$ cat config.mk
export PLATFORM = sky130hd
export DESIGN_NAME = general_purpose_timer_two
export DESIGN_NICKNAME = d
export VERILOG_FILES = /design/src/design/timer_pkg.sv /design/src/design/general_purpose_timer_two.sv /design/src/design/timer_prescaler.sv
export VERILOG_INCLUDE_DIRS = /design/src /design/src/design
export SDC_FILE = /design/constraint.sdc
export NUM_CORES = 1
export LEC_CHECK = 0
export BUFFER_PORTS_ARGS = -buffer_cell sky130_fd_sc_hd__buf_2
export CORE_MARGIN = 2
export CORE_UTILIZATION = 54
export CTS_BUF_LIST = sky130_fd_sc_hd__clkbuf_4
export DETAILED_ROUTE_END_ITERATION = 10
export PLACE_DENSITY = 0.91
export SLEW_MARGIN = 20
export SYNTH_ARGS = -nofsm -noshare
export SYNTH_HDL_FRONTEND = slang
export SYNTH_SLANG_ARGS = --single-unit
$ cat constraint.sdc
create_clock -name mclk -period 3.71 [get_ports mclk]
set_input_delay 0.742 -clock mclk [delete_from_list [all_inputs] [get_ports mclk]]
set_output_delay 0.742 -clock mclk [all_outputs]
set_load 0.005 [all_outputs]
$ cat src/design/timer_consts.svh
// Register addresses, field positions, reset values and counts of the timer
`ifndef TIMER_CONSTS_SVH
`define TIMER_CONSTS_SVH

`define TMR_ADR_LOAD 32'h40000800
`define TMR_ADR_VALUE 32'h40000804
`define TMR_ADR_CTRL 32'h40000808
`define TMR_ADR_CLEAR 32'h4000080c
`define TMR_ADR_SNAP 32'h40000810
`define TMR_ADR_STAT 32'h4000081c

`define TMR_CTRL_RESET 13'h000a
`define TMR_CTRL_WIDTH 13

`define TMR_CLR_EXPIRY_BIT 0
`define TMR_CLR_SNAP_BIT 1
`define TMR_STA_EXPIRY_BIT 0
`define TMR_STA_SNAP_BIT 1
`define TMR_STA_BUSY_BIT 6
`define TMR_STA_CLRP_BIT 7

`define TMR_COUNT_ZERO 16'h0000
`define TMR_COUNT_FULL 16'hffff

`define TMR_DIV1_LAST 15'h0000
`define TMR_DIV4_LAST 15'h0003
`define TMR_DIV16_LAST 15'h000f
`define TMR_DIV256_LAST 15'h00ff
`define TMR_DIV32768_LAST 15'h7fff

`define TMR_EVENT_LINES 16
`define TMR_PIN_LINES 19

`endif

$ cat src/design/timer_pkg.sv
// Types used by the general_purpose_timer_two design file
package timer_pkg;

  typedef enum logic [1:0] {
    src_bus,
    src_sys,
    src_lf,
    src_hf
  } src_e;

  typedef enum logic [1:0] {
    sy_idle,
    sy_one,
    sy_two
  } sync_e;

  typedef struct packed {
    logic snapshot_trigger_allow;
    logic [3:0] event_select;
    logic clear_restarts_counter;
    src_e clk_select;
    logic enable;
    logic run_style_select;
    logic count_up;
    logic [1:0] prescale;
  } ctl_s;

endpackage

$ cat src/design/general_purpose_timer_two.sv
// General purpose 16-bit up/down timer with Wishbone register access
//
// The Wishbone slave port was decided locally.
`timescale 1ns/1ps
`include "timer_consts.svh"

module general_purpose_timer_two (
  input wire logic mclk,
  input wire logic resetn,
  input wire logic cyc_i,
  input wire logic stb_i,
  input wire logic we_i,
  input wire logic [31:0] adr_i,
  input wire logic [3:0] sel_i,
  input wire logic [31:0] dat_i,
  output logic [31:0] dat_o,
  output logic ack_o,
  input wire logic sys_clk_en,
  input wire logic system_clock_config_hf,
  input wire logic low_frequency_oscillator,
  input wire logic hf_oscillator,
  input wire logic hf_crystal,
  input wire logic [15:0] snapshot_event,
  output logic irq
);

  // Pin synchronisers: first stage read only by second
  logic [18:0] pin_s1_r;
  logic [18:0] pin_s2_r;
  logic [18:0] pin_s3_r;
  logic [18:0] pin_rise;

  genvar gi;
  generate
    for (gi = 0; gi < `TMR_PIN_LINES; gi = gi + 1) begin : g_sync
      always_ff @(posedge mclk or negedge resetn) begin
        if (!resetn) begin
          pin_s1_r[gi] <= 1'b0;
          pin_s2_r[gi] <= 1'b0;
          pin_s3_r[gi] <= 1'b0;
        end else begin
          pin_s1_r[gi] <= (gi < 16) ? snapshot_event[gi % 16] :
                          (gi == 16) ? low_frequency_oscillator :
                          (gi == 17) ? hf_oscillator : hf_crystal;
          pin_s2_r[gi] <= pin_s1_r[gi];
          pin_s3_r[gi] <= pin_s2_r[gi];
        end
      end
      assign pin_rise[gi] = pin_s2_r[gi] & ~pin_s3_r[gi];
    end
  endgenerate

  function automatic timer_pkg::sync_e sync_step(timer_pkg::sync_e st, logic start);
    timer_pkg::sync_e nx;
    nx = st;
    case (st)
      timer_pkg::sy_idle: nx = start ? timer_pkg::sy_one : timer_pkg::sy_idle;
      timer_pkg::sy_one: nx = timer_pkg::sy_two;
      timer_pkg::sy_two: nx = start ? timer_pkg::sy_one : timer_pkg::sy_idle;
      default: nx = timer_pkg::sy_idle;
    endcase
    return nx;
  endfunction

  // Register side state
  timer_pkg::ctl_s ctl_r, ctl_nxt;
  timer_pkg::sync_e ctl_sy_r, ctl_sy_nxt;
  timer_pkg::sync_e clr_sy_r, clr_sy_nxt;
  logic [15:0] ld_sw_r, ld_sw_nxt;
  logic ld_wait_r, ld_wait_nxt;
  logic ack_r, ack_nxt;
  logic [31:0] dat_r, dat_nxt;
  logic req, wr, wr_ctl, wr_clr, wr_load, snap_clr;
  // Timer side state
  timer_pkg::ctl_s act_r, act_nxt;
  logic [15:0] load_r, load_nxt;
  logic [15:0] cnt_r, cnt_nxt;
  logic started_r, started_nxt;
  logic expired_r, expired_nxt;
  logic [15:0] snap_r, snap_nxt;
  logic snap_pend_r, snap_pend_nxt;
  logic irq_r, irq_nxt;
  logic tick, src_tick, fast_src, load_take, clr_take, timeout_now, ev_hit;
  logic [15:0] start_val, step, term;

  assign req = cyc_i & stb_i & ~ack_r;
  // Writes land at the edge where the master samples ack high
  assign wr = cyc_i & stb_i & ack_r & we_i;
  assign wr_ctl = wr & (adr_i == `TMR_ADR_CTRL) & sel_i[0];
  assign wr_clr = wr & (adr_i == `TMR_ADR_CLEAR) & sel_i[0];
  assign wr_load = wr & (adr_i == `TMR_ADR_LOAD);
  assign snap_clr = wr_clr & dat_i[`TMR_CLR_SNAP_BIT];
  assign clr_take = clr_sy_r == timer_pkg::sy_two;

  always_comb begin
    ctl_nxt = ctl_r;
    ld_sw_nxt = ld_sw_r;
    ld_wait_nxt = ld_wait_r & ~load_take;
    ack_nxt = req;
    dat_nxt = 32'h00000000;
    if (wr_ctl) begin
      ctl_nxt[7:0] = dat_i[7:0];
      if (sel_i[1]) begin
        ctl_nxt[12:8] = dat_i[12:8];
      end
    end
    if (wr_load) begin
      if (sel_i[0]) begin
        ld_sw_nxt[7:0] = dat_i[7:0];
      end
      if (sel_i[1]) begin
        ld_sw_nxt[15:8] = dat_i[15:8];
      end
      ld_wait_nxt = |sel_i[1:0];
    end
    ctl_sy_nxt = sync_step(ctl_sy_r, wr_ctl);
    clr_sy_nxt = sync_step(clr_sy_r, wr_clr & dat_i[`TMR_CLR_EXPIRY_BIT]);
    if (req && !we_i) begin
      case (adr_i)
        `TMR_ADR_LOAD: dat_nxt[15:0] = ld_sw_r;
        `TMR_ADR_VALUE: dat_nxt[15:0] = cnt_r;
        `TMR_ADR_CTRL: dat_nxt[12:0] = ctl_r;
        `TMR_ADR_SNAP: dat_nxt[15:0] = snap_r;
        `TMR_ADR_STAT: begin
          dat_nxt[`TMR_STA_EXPIRY_BIT] = expired_r;
          dat_nxt[`TMR_STA_SNAP_BIT] = snap_pend_r;
          dat_nxt[`TMR_STA_BUSY_BIT] = ctl_sy_r != timer_pkg::sy_idle;
          dat_nxt[`TMR_STA_CLRP_BIT] = clr_sy_r != timer_pkg::sy_idle;
        end
        default: dat_nxt = 32'h00000000;
      endcase
    end
  end

  always_ff @(posedge mclk or negedge resetn) begin
    if (!resetn) begin
      ctl_r <= timer_pkg::ctl_s'(`TMR_CTRL_RESET);
      ctl_sy_r <= timer_pkg::sy_idle;
      clr_sy_r <= timer_pkg::sy_idle;
      ld_sw_r <= 16'h0000;
      ld_wait_r <= 1'b0;
      ack_r <= 1'b0;
      dat_r <= 32'h00000000;
    end else begin
      ctl_r <= ctl_nxt;
      ctl_sy_r <= ctl_sy_nxt;
      clr_sy_r <= clr_sy_nxt;
      ld_sw_r <= ld_sw_nxt;
      ld_wait_r <= ld_wait_nxt;
      ack_r <= ack_nxt;
      dat_r <= dat_nxt;
    end
  end

  // Clock source selection
  always_comb begin
    case (act_r.clk_select)
      timer_pkg::src_bus: src_tick = 1'b1;
      timer_pkg::src_sys: src_tick = sys_clk_en;
      timer_pkg::src_lf: src_tick = pin_rise[16];
      default: src_tick = system_clock_config_hf ? pin_rise[18] : pin_rise[17];
    endcase
  end
  assign fast_src = (act_r.clk_select == timer_pkg::src_bus) ||
                    (act_r.clk_select == timer_pkg::src_sys);

  timer_prescaler u_prescaler (
    .mclk(mclk),
    .resetn(resetn),
    .run(act_r.enable & started_r),
    .src_tick(src_tick),
    .fast_src(fast_src),
    .prescale(act_r.prescale),
    .tick_o(tick)
  );

  always_comb begin
    start_val = act_r.run_style_select ? load_r :
                (act_r.count_up ? `TMR_COUNT_ZERO : `TMR_COUNT_FULL);
    term = act_r.count_up ? `TMR_COUNT_FULL : `TMR_COUNT_ZERO;
    step = act_r.count_up ? cnt_r + 16'h0001 : cnt_r - 16'h0001;
    timeout_now = act_r.enable & started_r & tick & (step == term);
    load_take = ld_wait_r & ~timeout_now;
    ev_hit = act_r.snapshot_trigger_allow & pin_rise[act_r.event_select];
  end

  always_comb begin
    act_nxt = (ctl_sy_r == timer_pkg::sy_two) ? ctl_r : act_r;
    load_nxt = load_take ? ld_sw_r : load_r;
    cnt_nxt = cnt_r;
    started_nxt = started_r;
    expired_nxt = expired_r;
    snap_nxt = snap_r;
    snap_pend_nxt = snap_pend_r & ~snap_clr;
    if (!act_r.enable) begin
      cnt_nxt = `TMR_COUNT_ZERO;
      started_nxt = 1'b0;
    end else if (!started_r) begin
      cnt_nxt = start_val;
      started_nxt = 1'b1;
    end else if (timeout_now) begin
      cnt_nxt = start_val;
    end else if (clr_take && act_r.run_style_select && act_r.clear_restarts_counter) begin
      cnt_nxt = load_r;
    end else if (tick) begin
      cnt_nxt = step;
    end
    if (clr_take) begin
      expired_nxt = 1'b0;
    end
    if (timeout_now) begin
      expired_nxt = 1'b1;
    end
    if (ev_hit && !snap_pend_r) begin
      snap_nxt = cnt_r;
      snap_pend_nxt = 1'b1;
    end
    irq_nxt = expired_nxt | snap_pend_nxt;
  end

  always_ff @(posedge mclk or negedge resetn) begin
    if (!resetn) begin
      act_r <= timer_pkg::ctl_s'(`TMR_CTRL_RESET);
      load_r <= 16'h0000;
      cnt_r <= 16'h0000;
      started_r <= 1'b0;
      expired_r <= 1'b0;
      snap_r <= 16'h0000;
      snap_pend_r <= 1'b0;
      irq_r <= 1'b0;
    end else begin
      act_r <= act_nxt;
      load_r <= load_nxt;
      cnt_r <= cnt_nxt;
      started_r <= started_nxt;
      expired_r <= expired_nxt;
      snap_r <= snap_nxt;
      snap_pend_r <= snap_pend_nxt;
      irq_r <= irq_nxt;
    end
  end

  assign dat_o = dat_r;
  assign ack_o = ack_r;
  assign irq = irq_r;
endmodule // general_purpose_timer_two

$ cat src/design/timer_prescaler.sv
// Prescaler turning source ticks into counter enable pulses
`timescale 1ns/1ps
`include "timer_consts.svh"

module timer_prescaler (
  input wire logic mclk,
  input wire logic resetn,
  input wire logic run,
  input wire logic src_tick,
  input wire logic fast_src,
  input wire logic [1:0] prescale,
  output logic tick_o
);

  logic [14:0] div_r;
  logic [14:0] div_nxt;
  logic tick_r;
  logic tick_nxt;
  logic [14:0] last;

  always_comb begin
    case (prescale)
      2'h0: last = fast_src ? `TMR_DIV4_LAST : `TMR_DIV1_LAST;
      2'h1: last = `TMR_DIV16_LAST;
      2'h2: last = `TMR_DIV256_LAST;
      default: last = `TMR_DIV32768_LAST;
    endcase
    div_nxt = div_r;
    tick_nxt = 1'b0;
    if (!run) begin
      div_nxt = 15'h0000;
    end else if (src_tick) begin
      if (div_r >= last) begin
        div_nxt = 15'h0000;
        tick_nxt = 1'b1;
      end else begin
        div_nxt = div_r + 15'h0001;
      end
    end
  end

  always_ff @(posedge mclk or negedge resetn) begin
    if (!resetn) begin
      div_r <= 15'h0000;
      tick_r <= 1'b0;
    end else begin
      div_r <= div_nxt;
      tick_r <= tick_nxt;
    end
  end

  assign tick_o = tick_r;

endmodule // timer_prescaler

==> qor.txt, run 1 <==
worst-case reg-to-reg path depth: 14
largest net degree at the start of global routing: 111
placed inst area: 9940 sq um
unrepaired setup endpoints after global routing: yes
Power Density: 301 nW/um^2
commonest non-fill, non-tap cells in the layout: dfrtp_1, buf_2, nand2_1, mux2_2
crit path DAT: 4.23 ns
I/O Buffers: 93
CP required: 4.20 ns
Final Util: 0.652
CTS tree: built
Max Clock Skew: 0.0239 ns
H-Tree Depth: 4
dpl ws: -0.0901 ns
slew of the pin with the lowest slew margin: 1.05 ns
CP peak stage delay: 0.44 ns
Cell Rows: 47
slew margin rel.: 0.298
cell count after synthesis: 787
Top Metal Used: met5
min-delay worst type: in2async
routed length per placed instance: 18.9 microns
Async SR Flop Fraction: 1.00
Critical Path Slowest Stage Cell: dfrtp_1
cell count after placement: 1114
first-pass iteration count of the detailed router: 6
Core Area: 16500 sq um
number of synthesized flops with an enable pin: 0
number of vias per cell: 6.07
CP Class: reg2reg
failing checks: setup timing
final worst setup slack: -0.0285 ns
YS warnings: 0
DIE AREA: 17700 sq um
Post-Synthesis Mean Instance Area: 11.5 sq um
final wirelength: 22100 microns
Global Route Usage Sum: 0.243
met3 WL: 1570 microns
mapped cell area: 9020 sq um
design area: 10700 sq um
DR vias: 7062
CP max FO: 6
Remaining DRCs: 0
Clock Latency Late Sink: 0.60 ns
HPWL Detailed: 15000 microns
status: finished, violations left
CTS buffer count: 17
FF-to-FF End: load_r[9]
flop-to-flop setup slack: -0.03 ns
clock-pin slew on the worst setup and hold paths: 0.16 ns
gpl congestion: 0.949
Top Ports: 128
Hold Vio Cnt, Final: 0
met1 WL: 8680 microns
Setup crit end kind: register
Highest Clock Rate: 0.267 GHz
Top FF cell, synth: dfrtp_1
commonest non-fill, non-tap cell in the layout: dfrtp_1
crit share post-route: 1.01
vias in the first global route: 6860
Die Ht: 133 microns
Yosys cell types: 71
Layout Cells excl Fill: 1164
post-layout net count: 1055
initial antenna violation count: 2
r2r startpoint: act_r[2]
Yosys reg bits: 189
ANT nets after route: 0
crit path launch type: register
Initial Utilization: 0.548
met2 wire length: 11200 microns
CTS sink count: 189
Seq/Total Area, Yosys: 0.525
CTS Buffer Depth: 2
critical path launch point: act_r[2]
area delta synth->final: 19.0%
max-cap viol count: 0
Final min period: 3.74 ns
Peak VDD IR: 0.351 mV
first-pass GRT wire length: 33900 microns
CTS Root Cell: clkbuf_4
Setup-failing EPs final: 16
cells along the critical path: clkinvlp_4 -> buf_4 -> ha_4 -> a21o_4 -> a211o_4 -> a21oi_2 -> o21a_1 -> xor2_2 -> and3_1 -> a32oi_2 -> or2_4 -> nand2_4 -> clkbuf_16 -> mux2_4
end of the critical path: load_r[9]
ratio of cells with drive above 1 in the final layout: 0.344
Max Slew Vio Count: 0
die width: 133 microns
Initial DRC Count: 620
Overflow after GRT: 0
Pleak: 5.28 nW
[metal layers]
layer  global-route usage  vias up
li1                     -     3149
met1                0.302     3503
met2                0.422      349
met3               0.0548       59
met4               0.0804        2
met5                    0        -
[worst min-delay path by stage]
stage	start	to	slack [ns]	depth (start not counted)
2_1_floorplan	pin_s1_r[0]	pin_s2_r[0]	0.33	0
6_report	resetn	dat_o[10]	0.24	1
4_1_cts	hf_crystal	pin_s1_r[18]	0.20	1
3_5_place_dp	pin_s1_r[16]	pin_s2_r[16]	0.34	0
5_1_grt	hf_oscillator	pin_s1_r[17]	0.18	1
3_3_place_gp	pin_s1_r[5]	pin_s2_r[5]	0.33	0
[final cells by class]
cell class	instances	area, sq um
clock inverters	14	110
diodes	4	10.0
multi-input cells	542	4370
flip-flops and latches	189	4730
well taps	220	275
inverters	25	97.6
fillers	1172	5730
repair inverters	1	7.51
clock buffers	18	135
repair buffers	151	990
[repair_timing]
action | 4_1_cts | 5_1_grt
gates resized for setup | 2 | 75
hold buffers | 0 | 0
endpoints found under the setup margin | 32 | 44
cloned | 0 | 3
pin swaps | 0 | 25
setup buffers | 2 | 9
[cell usage after synthesis, types with 17 or more instances]
master	instances	share of area
a21o_1	19	0.016
a21oi_1	43	0.024
a22oi_1	28	0.023
and3_1	21	0.015
buf_4	17	0.014
clkbuf_1	20	0.0083
dfrtp_1	185	0.51
ha_1	33	0.046
inv_1	25	0.010
mux2_2	59	0.074
nand2_1	58	0.024
nand3_1	17	0.0094
nor2_1	48	0.020
o21ai_0	20	0.011
[sequential cells by signal, summed over array words and instances (netlist names)]
register / cells
cnt_r: 16
pin_s2_r: 19
ld_wait_r: 1
u_prescaler.div_r: 15
load_r: 16
dat_o: 16
ctl_r: 13
act_r: 13
snap_pend_r: 1
u_prescaler.tick_o: 1
irq: 1
snap_r: 16
started_r: 1
pin_s3_r: 19
ctl_sy_r: 2
expired_r: 1
ack_o: 1
ld_sw_r: 16
pin_s1_r: 19
clr_sy_r: 2
[stage by stage]
| stage | total power, mW | TNS [ns] | hold WS (ns) |
|---|---|---|---|
| 3_3_place_gp | 2.25 | -0.430 | 0.331 |
| 2_1_floorplan | 2.18 | 0 | 0.331 |
| 4_1_cts | 3.26 | 0 | 0.199 |
| 3_5_place_dp | 2.26 | -1.14 | 0.337 |
| 6_report | 3.23 | -0.302 | 0.237 |
| 5_1_grt | 3.36 | -2.45 | 0.181 |
[cell families (layout without fill, tap and decap cells)]
family                     count (synthesis)  after routing  synth area share
muxes                                     76             76            0.0953
buffers and inverters                     71            209            0.0395
AOI/OAI and AO/OA                        184            184             0.155
adders and majority gates                 34             34            0.0480
other                                      1             20          0.000416
xor gates and xnor gates                  17             17            0.0165
and+or+nand+nor                          215            215             0.120
DFF                                      189            189             0.525
[power by group]
part           switching, mW  internal (mW)  total [mW]
clock                  0.723          0.287        1.01
combinational         0.0722         0.0425       0.115
sequential            0.0119           2.09        2.10
[critical path: cells and delay by family (launching register included)]
family / cells / cell delay (ns)
DFF: 1 / 0.44
xor gates and xnor gates: 1 / 0.25
buffers and inverters: 3 / 0.55
AOI/OAI and AO/OA: 5 / 1.16
and+or+nand+nor: 3 / 0.67
muxes: 1 / 0.30
adders and majority gates: 1 / 0.26
Note: power is estimated with default switching activity, not from simulation.
==> inputs of run 2 (changes only) <==
--- a/config.mk
+++ b/config.mk
@@ -7,12 +7,14 @@
 export NUM_CORES = 1
 export LEC_CHECK = 0
 export BUFFER_PORTS_ARGS = -buffer_cell sky130_fd_sc_hd__buf_2
+export CELL_PAD_IN_SITES_DETAIL_PLACEMENT = 2
+export CELL_PAD_IN_SITES_GLOBAL_PLACEMENT = 2
 export CORE_MARGIN = 2
-export CORE_UTILIZATION = 54
+export CORE_UTILIZATION = 36
 export CTS_BUF_LIST = sky130_fd_sc_hd__clkbuf_4
 export DETAILED_ROUTE_END_ITERATION = 10
+export GPL_ROUTABILITY_DRIVEN = 0
 export PLACE_DENSITY = 0.91
-export SLEW_MARGIN = 20
 export SYNTH_ARGS = -nofsm -noshare
 export SYNTH_HDL_FRONTEND = slang
 export SYNTH_SLANG_ARGS = --single-unit
==> run 2 against run 1 <==
The run still ends with setup timing left; non-clock buffer count increased by 5; critical path depth rose by 1; count of clock-buffer cells in the layout down 1; flip-flop and latch count stayed put; first-iteration DRC count is 8.1% higher; via count rose by 10%; wire length grew 80%; final cell count rose by 9.1%; hold slack worse by 0.069 ns; worst setup slack lost 0.22 ns; clock power up 25%; highest routed layer unchanged.
==> qor.txt, run 2 (synthesis results as in run 1) <==
largest net degree at the start of global routing: 98 (-12%)
failing checks: setup timing
CTS tree: built
Pleak: 5.42 nW (+2.6%)
DR vias: 7792 (+10%)
CTS buffer count: 17 (unchanged)
routed length per placed instance: 31.2 microns (+65%)
CP required: 4.25 ns (+0.05 ns)
CP Class: reg2reg
hold-fix buffer count after cts: 0 (unchanged)
Initial DRC Count: 670 (+8.1%)
area delta synth->final: 24.9%
crit share post-route: 1.07 (+0.0603)
Core Area: 24500 sq um (+49%)
Setup crit end kind: register
die width: 162 microns (+22%)
final worst setup slack: -0.252 ns (-0.224 ns)
flop-to-flop setup slack: -0.25 ns (-0.22 ns)
clock-pin slew on the worst setup and hold paths: 0.20 ns (+0.04 ns)
WHS Endpoint: pin_s1_r[15]
Remaining DRCs: 0 (unchanged)
initial antenna violation count: 5 (+3)
FF-to-FF End: load_r[5]
first-pass GRT wire length: 53900 microns (+59%)
min-delay worst type: in2reg
r2r startpoint: act_r[2]
Overflow after GRT: 0 (unchanged)
unrepaired setup endpoints after global routing: yes
slew of the pin with the lowest slew margin: 1.40 ns (+0.350 ns)
worst-case reg-to-reg path depth: 15 (+1)
Final min period: 3.96 ns (+0.224 ns)
I/O Buffers: 93 (unchanged)
ratio of cells with drive above 1 in the final layout: 0.361 (+0.0176)
registers with the most flip-flops: pin_s1_r (19), pin_s2_r (19), pin_s3_r (19)
first-pass iteration count of the detailed router: 5 (-1)
CP max FO: 8 (+2)
Final Power: 3.51 mW (+8.7%)
DIE AREA: 26300 sq um (+48%)
Hold Path Stages: 1
crit path launch type: register
Setup-failing EPs final: 33 (+17)
number of vias per cell: 6.14 (+1.1%)
CTS Root Cell: clkbuf_4
final wirelength: 39600 microns (+80%)
HPWL Detailed: 21700 microns (+45%)
Peak VDD IR: 0.294 mV (-16%)
ANT nets after route: 0 (unchanged)
status: finished, violations left
Top Ports: 128 (unchanged)
Hold Vio Cnt, Final: 0 (unchanged)
slew margin rel.: 0.0638 (-0.234)
commonest non-fill, non-tap cell in the layout: dfrtp_1
Max Slew Vio Count: 0 (unchanged)
CTS sink count: 189 (unchanged)
Final Util: 0.460 (-0.191)
Hold Path Origin: snapshot_event[15]
Initial Utilization: 0.369 (-0.179)
crit path DAT: 4.51 ns (+0.28 ns)
post-layout net count: 1059 (+0.38%)
max-cap viol count: 0 (unchanged)
Global Route Usage Sum: 0.274 (+0.0312)
Clock Latency Late Sink: 0.67 ns (+0.07 ns)
Setup TNS: -6.15 ns (-5.85 ns)
commonest non-fill, non-tap cells in the layout: dfrtp_1, buf_2, nand2_1, mux2_2, buf_4
Max Clock Skew: 0.0381 ns (+0.0142 ns)
Cell Rows: 57 (+21%)
CTS Buffer Depth: 2 (unchanged)
vias in the first global route: 8703 (+27%)
Power Density: 312 nW/um^2 (+3.6%)
H-Tree Depth: 4 (unchanged)
Die Ht: 162 microns (+22%)
Highest Clock Rate: 0.252 GHz (-5.6%)
## run 2: changes by cell type in the layout (fill, tap and decap cells not counted), moves of 4 or more
cell,delta
o221ai_4,+8
o221ai_2,-4
o21ai_2,+4
buf_6,-5
clkinv_8,+4
buf_12,+5
o221ai_1,-4
## run 2: layer usage
layer,track usage,vias to the layer above,share of wire
met5,0,-,0.00045
met4,0.149,4,0.065
met3,0.0562,202,0.055
met2,0.501,418,0.52
met1,0.296,4020,0.36
li1,-,3148,-
## run 2: timing repair
action,CTS,global route
pin swaps,5,34
resized for setup,42,73
gates cloned,1,3
endpoints found under the setup margin,34,50
buffers inserted,8,5
## run 2: how the worst max path moves through the flow
stage | start | to | slack (ns)
2_1_floorplan | act_r[2] | load_r[10] | 0.13
3_3_place_gp | act_r[2] | load_r[5] | 0.04
3_5_place_dp | act_r[2] | load_r[12] | -0.35
4_1_cts | act_r[2] | load_r[5] | 0.02
5_1_grt | act_r[2] | load_r[5] | -0.34
6_report | act_r[2] | load_r[5] | -0.25
## run 2: stage by stage
| step | cells | cell area, sq um | hold WS (ns) | worst slack, ns |
|---|---|---|---|---|
| 4_1_cts | 1259 | 10800 | 0.191 | 0.0206 |
| 2_1_floorplan | 802 | 9070 | 0.331 | 0.133 |
| 5_1_grt | 1270 | 11300 | 0.142 | -0.344 |
| 3_5_place_dp | 1218 | 10100 | 0.339 | -0.347 |
| 6_report | 1270 | 11300 | 0.167 | -0.252 |
| 3_3_place_gp | 1218 | 10100 | 0.331 | 0.0354 |
## run 2: cell type report
class | instances | area (sq um)
fillers | 2435 | 13200
flip-flops and latches | 189 | 4730
multi-input cells | 542 | 4610
repair buffers | 156 | 1110
well taps | 324 | 405
clock inverters | 15 | 183
clock buffers | 17 | 128
inverters | 25 | 97.6
diodes | 2 | 5.00
## run 2: power breakdown
group | switching [mW] | internal [mW]
clock network | 0.933 | 0.329
logic | 0.0916 | 0.0436
registers | 0.0189 | 2.09
total | 1.04 | 2.47
## run 2: worst max-delay path, cell delays in order (launching register included)
cell and delay, ns:
dfrtp_1 0.44, clkinvlp_4 0.15, buf_12 0.17, buf_4 0.14, ha_2 0.39, nand3_1 0.21, nor2_2 0.28, a21oi_4 0.12
xnor2_2 0.32, nand3_1 0.28, nor4_4 0.24, a32oi_2 0.12, or2_4 0.32, nand2_4 0.12, buf_12 0.18, mux2_4 0.34
